<file path="src/common/rpc_defines.svh">
// register offsets, field positions, reset values, write masks and divide codes for the pll config block
// What this block does
// - bits 12:9 invert outputs one to four
// - spread bit 1 ignores fractional and spread codes
// - integer mode bit 1 forces integer-N only
// - bits 6:2 power down output buffers five..one
// - bits 1:0 pick divide 4,6,8,12
// - override bit takes mode/refsel/table from register
// - unlock flag sets on relock, write one clears
// - config writes wait in shadow until soft reset
// - force-latch bit applies shadow now, self clears
`ifndef RPC_DEFINES_SVH
`define RPC_DEFINES_SVH
`define RPC_ADDR_CFG3      16'hF98C
`define RPC_ADDR_MISC      16'hF990
`define RPC_ADDR_IRQ_STAT  16'hF994
`define RPC_ADDR_IRQ_MASK  16'hF998
`define RPC_CFG3_RESET     16'h0178
`define RPC_MISC_RESET     16'h0000
`define RPC_CFG3_WMASK     16'hDFFF
`define RPC_MISC_WMASK     16'h9FFF
`define RPC_BIT_RSVD       13
`define RPC_BIT_SSC        8
`define RPC_BIT_NMODE      7
`define RPC_BIT_OVR        15
`define RPC_BIT_UNLOCK     14
`define RPC_BIT_FORCE      13
`define RPC_BIT_TABLE      7
`define RPC_BIT_MODE       3
`define RPC_IRQ_UNLOCK     0
`define RPC_IRQ_LATCH      1
`define RPC_DIV4           4'h4
`define RPC_DIV6           4'h6
`define RPC_DIV8           4'h8
`define RPC_DIV12          4'hC
`endif

</file>
<file path="src/common/rpc_pkg.sv">
// types for the pll config block
package rpc_pkg;
   typedef enum logic {
      RPC_FRAC_SSC,
      RPC_INTEGER_N
   } rpc_nmode_type;
   typedef enum logic [1:0] {
      RPC_LOCK_WAIT,
      RPC_LOCKED,
      RPC_LOST
   } rpc_lock_type;
endpackage

</file>
<file path="src/rtl/rpc_pll_config.sv">
// pll configuration and status registers with axi4-lite slave
`include "rpc_defines.svh"
module rpc_pll_config
   import rpc_pkg::*;
(
   // clock and reset
   input  wire logic        aclk,
   input  wire logic        aresetn,
   // axi4-lite write
   input  wire logic [15:0] s_axi_awaddr,
   input  wire logic        s_axi_awvalid,
   output logic             s_axi_awready,
   input  wire logic [31:0] s_axi_wdata,
   input  wire logic [3:0]  s_axi_wstrb,
   input  wire logic        s_axi_wvalid,
   output logic             s_axi_wready,
   output logic [1:0]       s_axi_bresp,
   output logic             s_axi_bvalid,
   input  wire logic        s_axi_bready,
   // axi4-lite read
   input  wire logic [15:0] s_axi_araddr,
   input  wire logic        s_axi_arvalid,
   output logic             s_axi_arready,
   output logic [31:0]      s_axi_rdata,
   output logic [1:0]       s_axi_rresp,
   output logic             s_axi_rvalid,
   input  wire logic        s_axi_rready,
   // pins and pll status
   input  wire logic        soft_reset_n,
   input  wire logic        pll_lock,
   input  wire logic        strap_mode,
   input  wire logic [1:0]  strap_reference_freq_sel,
   input  wire logic        strap_divider_table_sel,
   // controls to the analog pll
   output logic [3:0]       output_invert_bits,
   output logic             frac_ssc_enable,
   output rpc_nmode_type    n_mode,
   output logic [4:0]       out_buffer_powerdown,
   output logic [3:0]       out5_divide_ratio,
   output logic [1:0]       loop_bandwidth_sel,
   output logic             input_mode,
   output logic [1:0]       reference_freq_sel,
   output logic             divider_table_sel,
   output logic [15:0]      misc_active,
   // interrupt
   output logic             irq
);

   logic [15:0]  cfg3_shadow;
   logic [15:0]  misc_shadow;
   logic [15:0]  cfg3_active;
   logic         lock_lost_sticky;
   logic         force_latch;
   logic [1:0]   irq_status;
   logic [1:0]   irq_mask;
   logic [15:0]  aw_addr;
   logic         aw_held;
   logic [31:0]  w_data;
   logic [3:0]   w_strb;
   logic         w_held;
   logic         wr_fire;
   logic         wr_hit;
   logic [15:0]  wr_val;
   logic [15:0]  rd_val;
   logic         rd_hit;
   logic         srst_level;
   logic         lock_level;
   logic         aw_cfg3;
   logic         aw_misc;
   logic         aw_stat;
   logic         aw_mask;
   logic         ar_cfg3;
   logic         ar_misc;
   logic         ar_stat;
   logic         ar_mask;
   rpc_lock_type lock_state;
   logic         relock_event;
   logic         latch_event;

   // write address and data are taken in either order, response after both
   assign s_axi_awready = !aw_held && !s_axi_bvalid;
   assign s_axi_wready  = !w_held && !s_axi_bvalid;
   assign wr_fire       = aw_held && w_held && !s_axi_bvalid;

   always_ff @(posedge aclk) begin
      if (!aresetn) begin
         aw_held <= 1'b0;
         aw_addr <= 16'h0000;
      end else if (s_axi_awvalid && s_axi_awready) begin
         aw_held <= 1'b1;
         aw_addr <= s_axi_awaddr;
      end else if (wr_fire) begin
         aw_held <= 1'b0;
      end
   end

   always_ff @(posedge aclk) begin
      if (!aresetn) begin
         w_held <= 1'b0;
         w_data <= 32'h00000000;
         w_strb <= 4'h0;
      end else if (s_axi_wvalid && s_axi_wready) begin
         w_held <= 1'b1;
         w_data <= s_axi_wdata;
         w_strb <= s_axi_wstrb;
      end else if (wr_fire) begin
         w_held <= 1'b0;
      end
   end

   // word decode of both address channels; the two byte-lane bits are ignored
   always_comb begin
      aw_cfg3 = ({aw_addr[15:2], 2'b00} == `RPC_ADDR_CFG3);
      aw_misc = ({aw_addr[15:2], 2'b00} == `RPC_ADDR_MISC);
      aw_stat = ({aw_addr[15:2], 2'b00} == `RPC_ADDR_IRQ_STAT);
      aw_mask = ({aw_addr[15:2], 2'b00} == `RPC_ADDR_IRQ_MASK);
      ar_cfg3 = ({s_axi_araddr[15:2], 2'b00} == `RPC_ADDR_CFG3);
      ar_misc = ({s_axi_araddr[15:2], 2'b00} == `RPC_ADDR_MISC);
      ar_stat = ({s_axi_araddr[15:2], 2'b00} == `RPC_ADDR_IRQ_STAT);
      ar_mask = ({s_axi_araddr[15:2], 2'b00} == `RPC_ADDR_IRQ_MASK);
   end

   always_comb begin
      wr_hit = aw_cfg3 || aw_misc || aw_stat || aw_mask;
      wr_val = {w_strb[1] ? w_data[15:8] : 8'h00, w_strb[0] ? w_data[7:0] : 8'h00};
   end

   function automatic logic [15:0] merge(input logic [15:0] old, input logic [15:0] val,
                                         input logic [3:0] strb, input logic [15:0] wmask);
      logic [15:0] lane;
      lane = {{8{strb[1]}}, {8{strb[0]}}} & wmask;
      merge = (old & ~lane) | (val & lane);
   endfunction

   always_ff @(posedge aclk) begin
      if (!aresetn) begin
         s_axi_bvalid <= 1'b0;
         s_axi_bresp  <= 2'b00;
      end else if (wr_fire) begin
         s_axi_bvalid <= 1'b1;
         s_axi_bresp  <= wr_hit ? 2'b00 : 2'b10;
      end else if (s_axi_bready) begin
         s_axi_bvalid <= 1'b0;
      end
   end

   // shadow copies; bit 13 of cfg3 is masked so it stays zero
   always_ff @(posedge aclk) begin
      if (!aresetn) begin
         cfg3_shadow <= `RPC_CFG3_RESET;
         misc_shadow <= `RPC_MISC_RESET;
      end else if (wr_fire) begin
         if (aw_cfg3)
            cfg3_shadow <= merge(cfg3_shadow, wr_val, w_strb, `RPC_CFG3_WMASK);
         if (aw_misc)
            misc_shadow <= merge(misc_shadow, wr_val, w_strb, `RPC_MISC_WMASK);
      end
   end

   // force bit: set by write, cleared by hardware once the latch has happened
   always_ff @(posedge aclk) begin
      if (!aresetn) begin
         force_latch <= 1'b0;
      end else if (wr_fire && aw_misc && w_strb[1] && wr_val[`RPC_BIT_FORCE]) begin
         force_latch <= 1'b1;
      end else begin
         force_latch <= 1'b0;
      end
   end

   // soft reset pin starts released so a bus reset alone does not latch
   rpc_sync3 #(
      .RESET_LEVEL (1'b1)
   ) i_srst_sync (
      .aclk    (aclk),
      .aresetn (aresetn),
      .pin     (soft_reset_n),
      .level   (srst_level)
   );

   // lock starts low so the first lock after reset is not taken as a relock
   rpc_sync3 #(
      .RESET_LEVEL (1'b0)
   ) i_lock_sync (
      .aclk    (aclk),
      .aresetn (aresetn),
      .pin     (pll_lock),
      .level   (lock_level)
   );

   // active copies move only on soft reset or a forced latch
   assign latch_event = !srst_level || force_latch;

   always_ff @(posedge aclk) begin
      if (!aresetn) begin
         cfg3_active <= `RPC_CFG3_RESET;
         misc_active <= `RPC_MISC_RESET;
      end else if (latch_event) begin
         cfg3_active <= cfg3_shadow;
         misc_active <= misc_shadow;
      end
   end

   // lock tracker: relock after a loss raises the sticky flag
   always_ff @(posedge aclk) begin
      if (!aresetn) begin
         lock_state <= RPC_LOCK_WAIT;
      end else begin
         unique case (lock_state)
            RPC_LOCK_WAIT: if (lock_level) lock_state <= RPC_LOCKED;
            RPC_LOCKED:    if (!lock_level) lock_state <= RPC_LOST;
            RPC_LOST:      if (lock_level) lock_state <= RPC_LOCKED;
         endcase
      end
   end

   assign relock_event = (lock_state == RPC_LOST) && lock_level;

   // set wins over a clear in the same cycle
   always_ff @(posedge aclk) begin
      if (!aresetn) begin
         lock_lost_sticky <= 1'b0;
      end else if (relock_event) begin
         lock_lost_sticky <= 1'b1;
      end else if (wr_fire && aw_misc && w_strb[1] && wr_val[`RPC_BIT_UNLOCK]) begin
         lock_lost_sticky <= 1'b0;
      end
   end

   always_ff @(posedge aclk) begin
      if (!aresetn) begin
         irq_status <= 2'b00;
         irq_mask   <= 2'b00;
      end else begin
         for (int i = 0; i < 2; i++) begin
            if ((i == `RPC_IRQ_UNLOCK && relock_event) || (i == `RPC_IRQ_LATCH && latch_event))
               irq_status[i] <= 1'b1;
            else if (wr_fire && aw_stat && w_strb[0] && wr_val[i])
               irq_status[i] <= 1'b0;
         end
         if (wr_fire && aw_mask && w_strb[0])
            irq_mask <= wr_val[1:0];
      end
   end

   assign irq = |(irq_status & irq_mask);

   // read channel: one cycle after arvalid is taken
   assign s_axi_arready = !s_axi_rvalid;

   always_comb begin
      rd_hit = 1'b1;
      rd_val = 16'h0000;
      if (ar_cfg3)
         rd_val = cfg3_shadow & `RPC_CFG3_WMASK;
      else if (ar_misc)
         rd_val = {misc_shadow[15], lock_lost_sticky, force_latch, misc_shadow[12:0]};
      else if (ar_stat)
         rd_val = {14'h0000, irq_status};
      else if (ar_mask)
         rd_val = {14'h0000, irq_mask};
      else
         rd_hit = 1'b0;
   end

   always_ff @(posedge aclk) begin
      if (!aresetn) begin
         s_axi_rvalid <= 1'b0;
         s_axi_rdata  <= 32'h00000000;
         s_axi_rresp  <= 2'b00;
      end else if (s_axi_arvalid && s_axi_arready) begin
         s_axi_rvalid <= 1'b1;
         s_axi_rdata  <= {16'h0000, rd_val};
         s_axi_rresp  <= rd_hit ? 2'b00 : 2'b10;
      end else if (s_axi_rready) begin
         s_axi_rvalid <= 1'b0;
      end
   end

   // pll control outputs, all from active flops
   always_comb begin
      output_invert_bits   = cfg3_active[12:9];
      loop_bandwidth_sel   = cfg3_active[15:14];
      out_buffer_powerdown = cfg3_active[6:2];
      n_mode = cfg3_active[`RPC_BIT_NMODE] ? RPC_INTEGER_N : RPC_FRAC_SSC;
      // integer mode and the spread bit both disable fractional use
      frac_ssc_enable = !cfg3_active[`RPC_BIT_SSC] && !cfg3_active[`RPC_BIT_NMODE];
   end

   always_comb begin
      unique case (cfg3_active[1:0])
         2'b00: out5_divide_ratio = `RPC_DIV4;
         2'b01: out5_divide_ratio = `RPC_DIV6;
         2'b10: out5_divide_ratio = `RPC_DIV8;
         2'b11: out5_divide_ratio = `RPC_DIV12;
      endcase
   end

   // strap refsel and table pins pass straight through unless software overrides them; the strap mode pin is unused
   always_comb begin
      if (misc_active[`RPC_BIT_OVR]) begin
         input_mode         = misc_active[`RPC_BIT_MODE];
         reference_freq_sel = misc_active[5:4];
         divider_table_sel  = misc_active[`RPC_BIT_TABLE];
      end else begin
         // mode is zero when not overridden
         input_mode         = 1'b0;
         reference_freq_sel = strap_reference_freq_sel;
         divider_table_sel  = strap_divider_table_sel;
      end
   end

   logic unused_strap;
   assign unused_strap = strap_mode;

endmodule

// three-flop pin synchroniser; the level follows once the last two stages agree
module rpc_sync3
   import rpc_pkg::*;
#(
   parameter logic RESET_LEVEL = 1'b0
) (
   // clock and reset
   input  wire logic aclk,
   input  wire logic aresetn,
   // raw pin and filtered level
   input  wire logic pin,
   output logic      level
);

   logic [2:0] stages;

   always_ff @(posedge aclk) begin
      if (!aresetn) begin
         stages <= {3{RESET_LEVEL}};
         level  <= RESET_LEVEL;
      end else begin
         stages <= {stages[1:0], pin};
         // a one-cycle disagreement between the last two stages is ignored
         if (stages[2] == stages[1]) begin
            level <= stages[2];
         end
      end
   end

endmodule

</file>
<file path="config.mk">
export PLATFORM = sky130hd
export DESIGN_NAME = rpc_pll_config
export DESIGN_NICKNAME = d
export VERILOG_FILES = /design/src/common/rpc_pkg.sv /design/src/rtl/rpc_pll_config.sv
export VERILOG_INCLUDE_DIRS = /design/src /design/src/common
export SDC_FILE = /design/constraint.sdc
export NUM_CORES = 1
export LEC_CHECK = 0
export BUFFER_PORTS_ARGS = -buffer_cell sky130_fd_sc_hd__buf_2
export CAP_MARGIN = 10
export CORE_AREA = 2 2 107 109
export DETAILED_ROUTE_END_ITERATION = 6
export DIE_AREA = 0 0 109 111
export PLACE_DENSITY_LB_ADDON = 0.12
export SYNTH_ARGS = -nofsm -noshare
export SYNTH_HDL_FRONTEND = slang
export SYNTH_HIERARCHICAL = 1
export SYNTH_SLANG_ARGS = --single-unit
</file>
<file path="constraint.sdc">
create_clock -name aclk -period 2.2 [get_ports aclk]
set_input_delay 0.11 -clock aclk [delete_from_list [all_inputs] [get_ports aclk]]
set_output_delay 0.11 -clock aclk [all_outputs]
set_load 0.01 [all_outputs]
</file>
==> results of run 1 <==
cell usage in the layout, fill, tap and decap left out, types with 2 or more instances in the layout:
cell type and count:
a211oi_1 4, a21oi_1 117, a22oi_1 2, and2_1 4, and3_1 2, and4_1 2, buf_2 115, buf_4 10
bufinv_16 3, clkbuf_16 17, clkbuf_8 4, clkinv_2 2, conb_1 21, dfxtp_1 128, dlygate4sd3_1 37, inv_1 5
mux2_2 3, mux2i_1 4, nand2_1 156, nand2b_1 5, nand3_1 17, nand3b_1 5, nand4_1 21, nand4b_1 6
nor2_1 7, nor2b_1 6, nor3_1 7, nor3b_1 3, o21ai_0 47, o21ai_1 2, or4_4 2, xnor2_1 2
cell type report:
cell class | count | area [sq um] | share of cell area [%]
clock inverters | 6 | 107.6 | 1.584
multi-input cells | 468 | 2395 | 35.26
inverters | 6 | 22.52 | 0.3316
flip-flops and latches | 128 | 2562 | 37.73
clock buffers | 22 | 484.2 | 7.130
well taps | 143 | 178.9 | 2.634
repair buffers | 163 | 1041 | 15.33
report_power, final:
group / switching [mW] / total, mW / internal, mW
clock network: 0.940 / 2.81 / 1.87
logic: 0.227 / 0.403 / 0.176
registers: 0.0593 / 2.45 / 2.39
total: 1.23 / 5.66 / 4.44
worst max-delay path by stage:
| stage | start | endpoint | slack, ns | depth (start not counted) |
|---|---|---|---|---|
| floorplan | s_axi_bvalid | flip-flop | 0.65 | 5 |
| global placement | s_axi_bvalid | flip-flop | 0.45 | 4 |
| detailed placement | s_axi_bvalid | flip-flop | 0.40 | 4 |
| CTS | s_axi_bvalid | flip-flop | 0.39 | 4 |
| global route | aw_addr[11] | flip-flop | 0.24 | 4 |
| finish | s_axi_bvalid | flip-flop | 0.37 | 4 |
layer usage:
| layer | up-vias | GRT usage (%) |
|---|---|---|
| met3 | 12 | 6.055 |
| met2 | 148 | 33.42 |
| met4 | 0 | 6.239 |
| met5 | - | 0 |
| li1 | 2466 | - |
| met1 | 2275 | 31.53 |
timing repair:
action,CTS,global route
hold buffers,37,0
gates resized for setup,0,0
buffers inserted,0,0
hold endpoints to repair,36,0
kinds of logic (layout without fill, tap and decap cells):
kind of cell | after synthesis | count (layout) | share of synthesized area, %
multiplexers | 7 | 7 | 1.386
AO/OA/AOI/OAI | 179 | 179 | 17.48
buffers and inverters | 81 | 197 | 8.386
XOR/XNOR | 2 | 2 | 0.3289
other | 1 | 21 | 0.07040
flip-flops | 128 | 128 | 48.11
AND/OR/NAND/NOR | 259 | 259 | 24.24
per-stage QoR:
stage,power (mW),util [%],cell area (sq um)
after floorplan,2.730,-,5401
after global placement,2.835,52.63,5829
after detailed placement,2.846,52.63,5829
after CTS,5.704,61.31,6792
after global routing,5.870,61.31,6792
final,5.663,61.31,6792
worst min-delay path: cells and delay by family:
| family | cells | cell delay, ns |
|---|---|---|
| buffers and inverters | 1 | 0.15 |
| XOR/XNOR | 1 | 0.13 |
| AO/OA/AOI/OAI | 1 | 0.08 |
cells in the mapped netlist, types with 2 or more instances:
master    instances  share of area (%)
o21ai_1           2               0.19
nor3b_1           3               0.42
nor3_1            7               0.66
mux2_2            3               0.63
xnor2_1           2               0.33
o21ai_0          47                4.4
mux2i_1           4               0.75
dfxtp_1         128                 48
nor2b_1           7               0.82
and3_1            2               0.23
nor2_1            7               0.49
a211oi_1          4               0.56
and4_1            2               0.33
nand2_1         156                 11
nand3b_1          5               0.70
clkbuf_1         31                2.2
nand2b_1          5               0.59
or4_4             2               0.42
nand3_1          17                1.6
a22oi_1           2               0.28
nand4_1          21                2.5
buf_1             3               0.21
nand4b_1          6               0.99
buf_4            34                4.8
and2_1            4               0.47
buf_2             5               0.47
a21oi_1         117                 11
inv_1             5               0.35
==> run_results.csv, run 1 <==
group,metric,value,unit
global_routing,grt_pass1_vias,4377,
placed_design,dpl.hpwl,9014,um
clock_tree,cts.sink_count,128,
yosys,ys_seq_area_share,48.11,%
drt,top_layer_used,"met4",
floorplan,initial_core_util,48.09,%
drt,wl_met2,5961,um
yosys,synth-seq-cells,128,
drt,vias,4901,
yosys,ys.flop_type,"dfxtp_1",
flow_run,maxCapViolCount,0,
drt,dr.pass1.iters,7,
clock_tree,cts_buffer_depth,2,
setup_path,worst-path-buf-inv,0,
layout,nets,865,
floorplan,dieArea,12100,sq um
global_routing,grt_max_degree,43,
drt,wl_met1,6407,um
layout,area_growth,27.51,%
setup_path,cp_max_fo,10,
placed_design,post-place-ws,0.4044,ns
min_path,min_path_type,"in2reg",
drt,routed-wl-met3,725,um
yosys,ys_warn_count,6,
placed_design,placed_cells,871,
yosys,synthArstFlopShare,0,%
clock_tree,clk_latency,0.42,ns
setup_path,critPathTopFamily,"simple AND/OR/NAND/NOR gates",
clock_tree,cts_root_buf,"clkbuf_16",
setup_path,cp.required,2.50,ns
min_path,min_from,"s_axi_araddr[4]",
setup_path,reg2reg_setup_slack,0.37,ns
yosys,syn-instance-count,657,
global_routing,track_usage,22.32,%
floorplan,rows,39,
sta,fin_crit_sh,83.15,%
sta,grt_setup_unrepaired,"no",
global_routing,antenna_found_initial,0,
placed_design,io_buffers,115,
drt,drtIter0Drc,307,
drt,post_drt_wl_per_cell,14.12,um
sta,slew_violations,0,
yosys,synth_edf_count,0,
clock_tree,cts_buffers,17,
drt,totalWireLength,13220,um
floorplan,die_w,109,um
drt,ant_nets,0,
sta,maxSlewHeadroom,56.22,%
sta,post-route-min-period,1.829,ns
placed_design,gp_congestion,0.7998,
setup_path,r2r_start,"s_axi_bvalid",
min_path,min_to,"s_axi_rresp[1]",
global_routing,overflow,0,
setup_path,critical_path_class,"reg2reg",
layout,drive_gt1_share,21.06,%
setup_path,path_cells,"and3b_1, nand3_2, or4_4, mux2i_1",
min_path,hold_depth,3,
floorplan,ios,160,
power,ir_drop,443.1,uV
sta,finalSetupViolations,0,
yosys,ys_types,54,
yosys,synthesis.area_per_instance,8.107,sq um
sta,finalHoldViolations,0,
setup_path,reg2reg_depth,4,
floorplan,core_area,11080,sq um
power,power_density,833.9,nW/um^2
clock_tree,cts_max_level,4,
sta,fmax,546.7,MHz
setup_path,critPathLaunchType,"flip-flop",
global_routing,grt_pass1_wl,21230,um
setup_path,crit_arrival,2.13,ns
sta,tightestPinTransition,0.6563,ns
drt,drc,0,
yosys,syn-cell-area,5326,sq um
floorplan,die_h,111,um
clock_tree,cts_tree,"yes",
sta,finClkSkew,0.01205,ns
outcome,status,"complete, no violations",
power,power_leakage,2.741,nW
setup_path,setup.worst_path.end_class,"flip-flop",
sta,tns,0,ns
layout,final_cells,936,
clock_tree,clk_pin_slew,0.05,ns
setup_path,slowest_stage,"or4_4",
drt,viasPerCell,5.236,
sta,fin_ws,0.3708,ns
layout,fill_cells,979,
sta,holdWs,0.1064,ns
layout,diodes,0,
setup_path,slowest_delay,0.50,ns
(Power assumes the default switching activity.)
==> inputs of run 2 (changes only) <==
--- a/config.mk
+++ b/config.mk
@@ -8,9 +8,9 @@
 export LEC_CHECK = 0
 export BUFFER_PORTS_ARGS = -buffer_cell sky130_fd_sc_hd__buf_2
 export CAP_MARGIN = 10
-export CORE_AREA = 2 2 107 109
+export CORE_AREA = 2 2 111 113
 export DETAILED_ROUTE_END_ITERATION = 6
-export DIE_AREA = 0 0 109 111
+export DIE_AREA = 0 0 113 115
 export PLACE_DENSITY_LB_ADDON = 0.12
 export SYNTH_ARGS = -nofsm -noshare
 export SYNTH_HDL_FRONTEND = slang
==> constraint.sdc (replaced) <==
create_clock -name aclk -period 1.5 [get_ports aclk]
set_input_delay 0.075 -clock aclk [delete_from_list [all_inputs] [get_ports aclk]]
set_output_delay 0.075 -clock aclk [all_outputs]
set_load 0.01 [all_outputs]
==> run 2 against run 1 <==
Compared with the run above:
- the run now ends with design-rule violations, negative setup slack left
- clock power increased by 49%
- setup slack got worse by 0.42 ns
- count of clock-buffer cells in the layout decreased by 2
- global-route usage decreased by 0.78 points
- combinational power increased by 63%
- wire length increased by 5.6%
- first-iteration DRC count increased by 29%
- clock skew decreased by 0.0045 ns
- worst hold slack got worse by 0.077 ns
- via count increased by 1.8%
- non-clock buffer count increased by 26
- critical path type unchanged
- highest routed layer unchanged
==> run_results.csv, run 2 (synthesis gave the netlist of run 1 again) <==
group,metric,value,unit
clock_tree,cts.sink_count,128,
setup_path,crit_arrival,1.85,ns
setup_path,cp_max_fo,3,
global_routing,grt-busiest-layer,"met2",
layout,drive_gt1_share,26.55,%
global_routing,met2_usage,32.89,%
global_routing,overflow,0,
placed_design,placed_cells,895,
drt,drtIter0Drc,396,
clock_tree,clk_pin_slew,0.05,ns
clock_tree,cts_root_buf,"clkbuf_16",
floorplan,core_area,11810,sq um
global_routing,use_met1,30.16,%
drt,drc,8,
power,swShare,22.49,%
sta,finClkSkew,0.007520,ns
outcome,status,"complete, but fails checks",
drt,dr.pass1.iters,7,
setup_path,slowest_stage,"or4_4",
clock_tree,cts_buffer_depth,2,
floorplan,ios,160,
sta,finalSetupViolations,3,
clock_tree,cts_max_level,4,
placed_design,dpl.hpwl,9683,um
layout,diodes,0,
drt,vias,4988,
placed_design,gp_congestion,0.7878,
power,cellInternalPower,6.527,mW
floorplan,die_h,115,um
floorplan,die_w,113,um
placed_design,io_buffers,115,
setup_path,setup.worst_path.end_class,"flip-flop",
sta,post-route-min-period,1.550,ns
global_routing,track_usage,21.54,%
sta,fin_crit_sh,103.4,%
power,power_leakage,2.900,nW
outcome,violations,"design-rule violations, negative setup slack",
global_routing,grt_max_degree,64,
drt,viasPerCell,5.153,
layout,final_cell_mix,"nand2_1 (156), dfxtp_1 (123), buf_2 (115)",
clock_tree,clk_latency,0.41,ns
floorplan,dieArea,13000,sq um
floorplan,initial_core_util,45.10,%
layout,final_common_cell,"nand2_1",
drt,post_drt_wl_per_cell,14.42,um
power,p_comb_share,7.8,%
layout,final_core_util,60.83,%
clock_tree,cts_tree,"yes",
setup_path,critPathLaunchType,"flip-flop",
setup_path,slowest_delay,0.53,ns
clock_tree,cts_buffers,17,
power,netSwitchingPower,1.894,mW
sta,fin_ws,-0.05045,ns
floorplan,rows,40,
global_routing,grt_pass1_vias,4523,
power,seq_power_share,42.6,%
layout,final_cells,968,
global_routing,grt_pass1_wl,22410,um
power,ir_drop,649.9,uV
layout,area_growth,34.88,%
setup_path,cp.required,1.80,ns
power,power_density,1172,nW/um^2
flow_run,maxCapViolCount,0,
sta,finalHoldViolations,0,
sta,fmax,645.0,MHz
global_routing,antenna_found_initial,0,
global_routing,gr-usage-met3,5.113,%
layout,nets,891,
drt,totalWireLength,13960,um
setup_path,critical_path_class,"reg2reg",
drt,ant_nets,0,
setup_path,path_cells,"nor4bb_4, nand4_1, or4_4, mux2i_1",
sta,slew_violations,0,
min_path,min_path_type,"in2reg",
sta,grt_setup_unrepaired,"yes",
power,clock_power_share,49.6,%
==> run 2: area by class of cell <==
class	instances	area, sq um
inverter	6	22.52
fill	1045	4627
clock inverter	10	136.4
tap	147	183.9
sequential	128	2569
multi-input combinational	468	2472
timing repair buffer	189	1334
clock buffer	20	466.7
==> run 2: final timing paths <==
path,from,to,slack [ns],cells after the start
max,aw_addr[5],flip-flop,-0.05,4
min,aresetn,flip-flop,0.03,2
max reg2reg,aw_addr[5],flip-flop,-0.05,4
min reg2reg,i_srst_sync/stages[0],i_srst_sync/stages[1],0.40,1
==> run 2: timing repair <==
item / in CTS / in global routing
hold buffers: 38 / 0
resized for setup: 4 / 33
endpoints found under the setup margin: 9 / 36
cloned: 0 / 3
buffers inserted: 0 / 2
hold endpoints to repair: 37 / 0
pin swaps: 6 / 13
==> run 2: power by group through the flow <==
stage | Sequential (mW) | Clock [mW] | Combinational (mW)
floorplan | 3.64 | 0 | 0.360
CTS | 3.58 | 4.24 | 0.650
finish | 3.59 | 4.18 | 0.657
global placement | 3.65 | 0 | 0.563
global route | 3.60 | 4.42 | 0.730
detailed placement | 3.65 | 0 | 0.573
==> run 2: through the flow <==
stage | setup TNS (ns) | power, mW | instance area, sq um | hold slack [ns] | worst slack, ns
after global placement | -0.1770 | 4.211 | 6048 | 0.2589 | -0.04744
after floorplan | -0.001562 | 4.005 | 5404 | 0.1480 | -0.0007809
after CTS | -0.06700 | 8.471 | 7046 | 0.004604 | -0.03415
after detailed placement | -0.2956 | 4.225 | 6048 | 0.2687 | -0.07340
after global routing | -0.7844 | 8.744 | 7184 | 0.02557 | -0.1293
final | -0.09773 | 8.421 | 7184 | 0.02972 | -0.05045
==> run 2: worst max-delay path: cells and delay by family (launching register included) <==
kind             cells  cell delay [ns]
DFF                  1             0.34
and+or+nand+nor      3             0.96
muxes                1             0.14
==> run 2: metal layers <==
| layer | share of wire (%) | wire [um] |
|---|---|---|
| met1 | 48 | 6743 |
| met2 | 45 | 6328 |
| met3 | 5.2 | 729 |
| met4 | 1.1 | 157 |
| met5 | 0 | 0 |
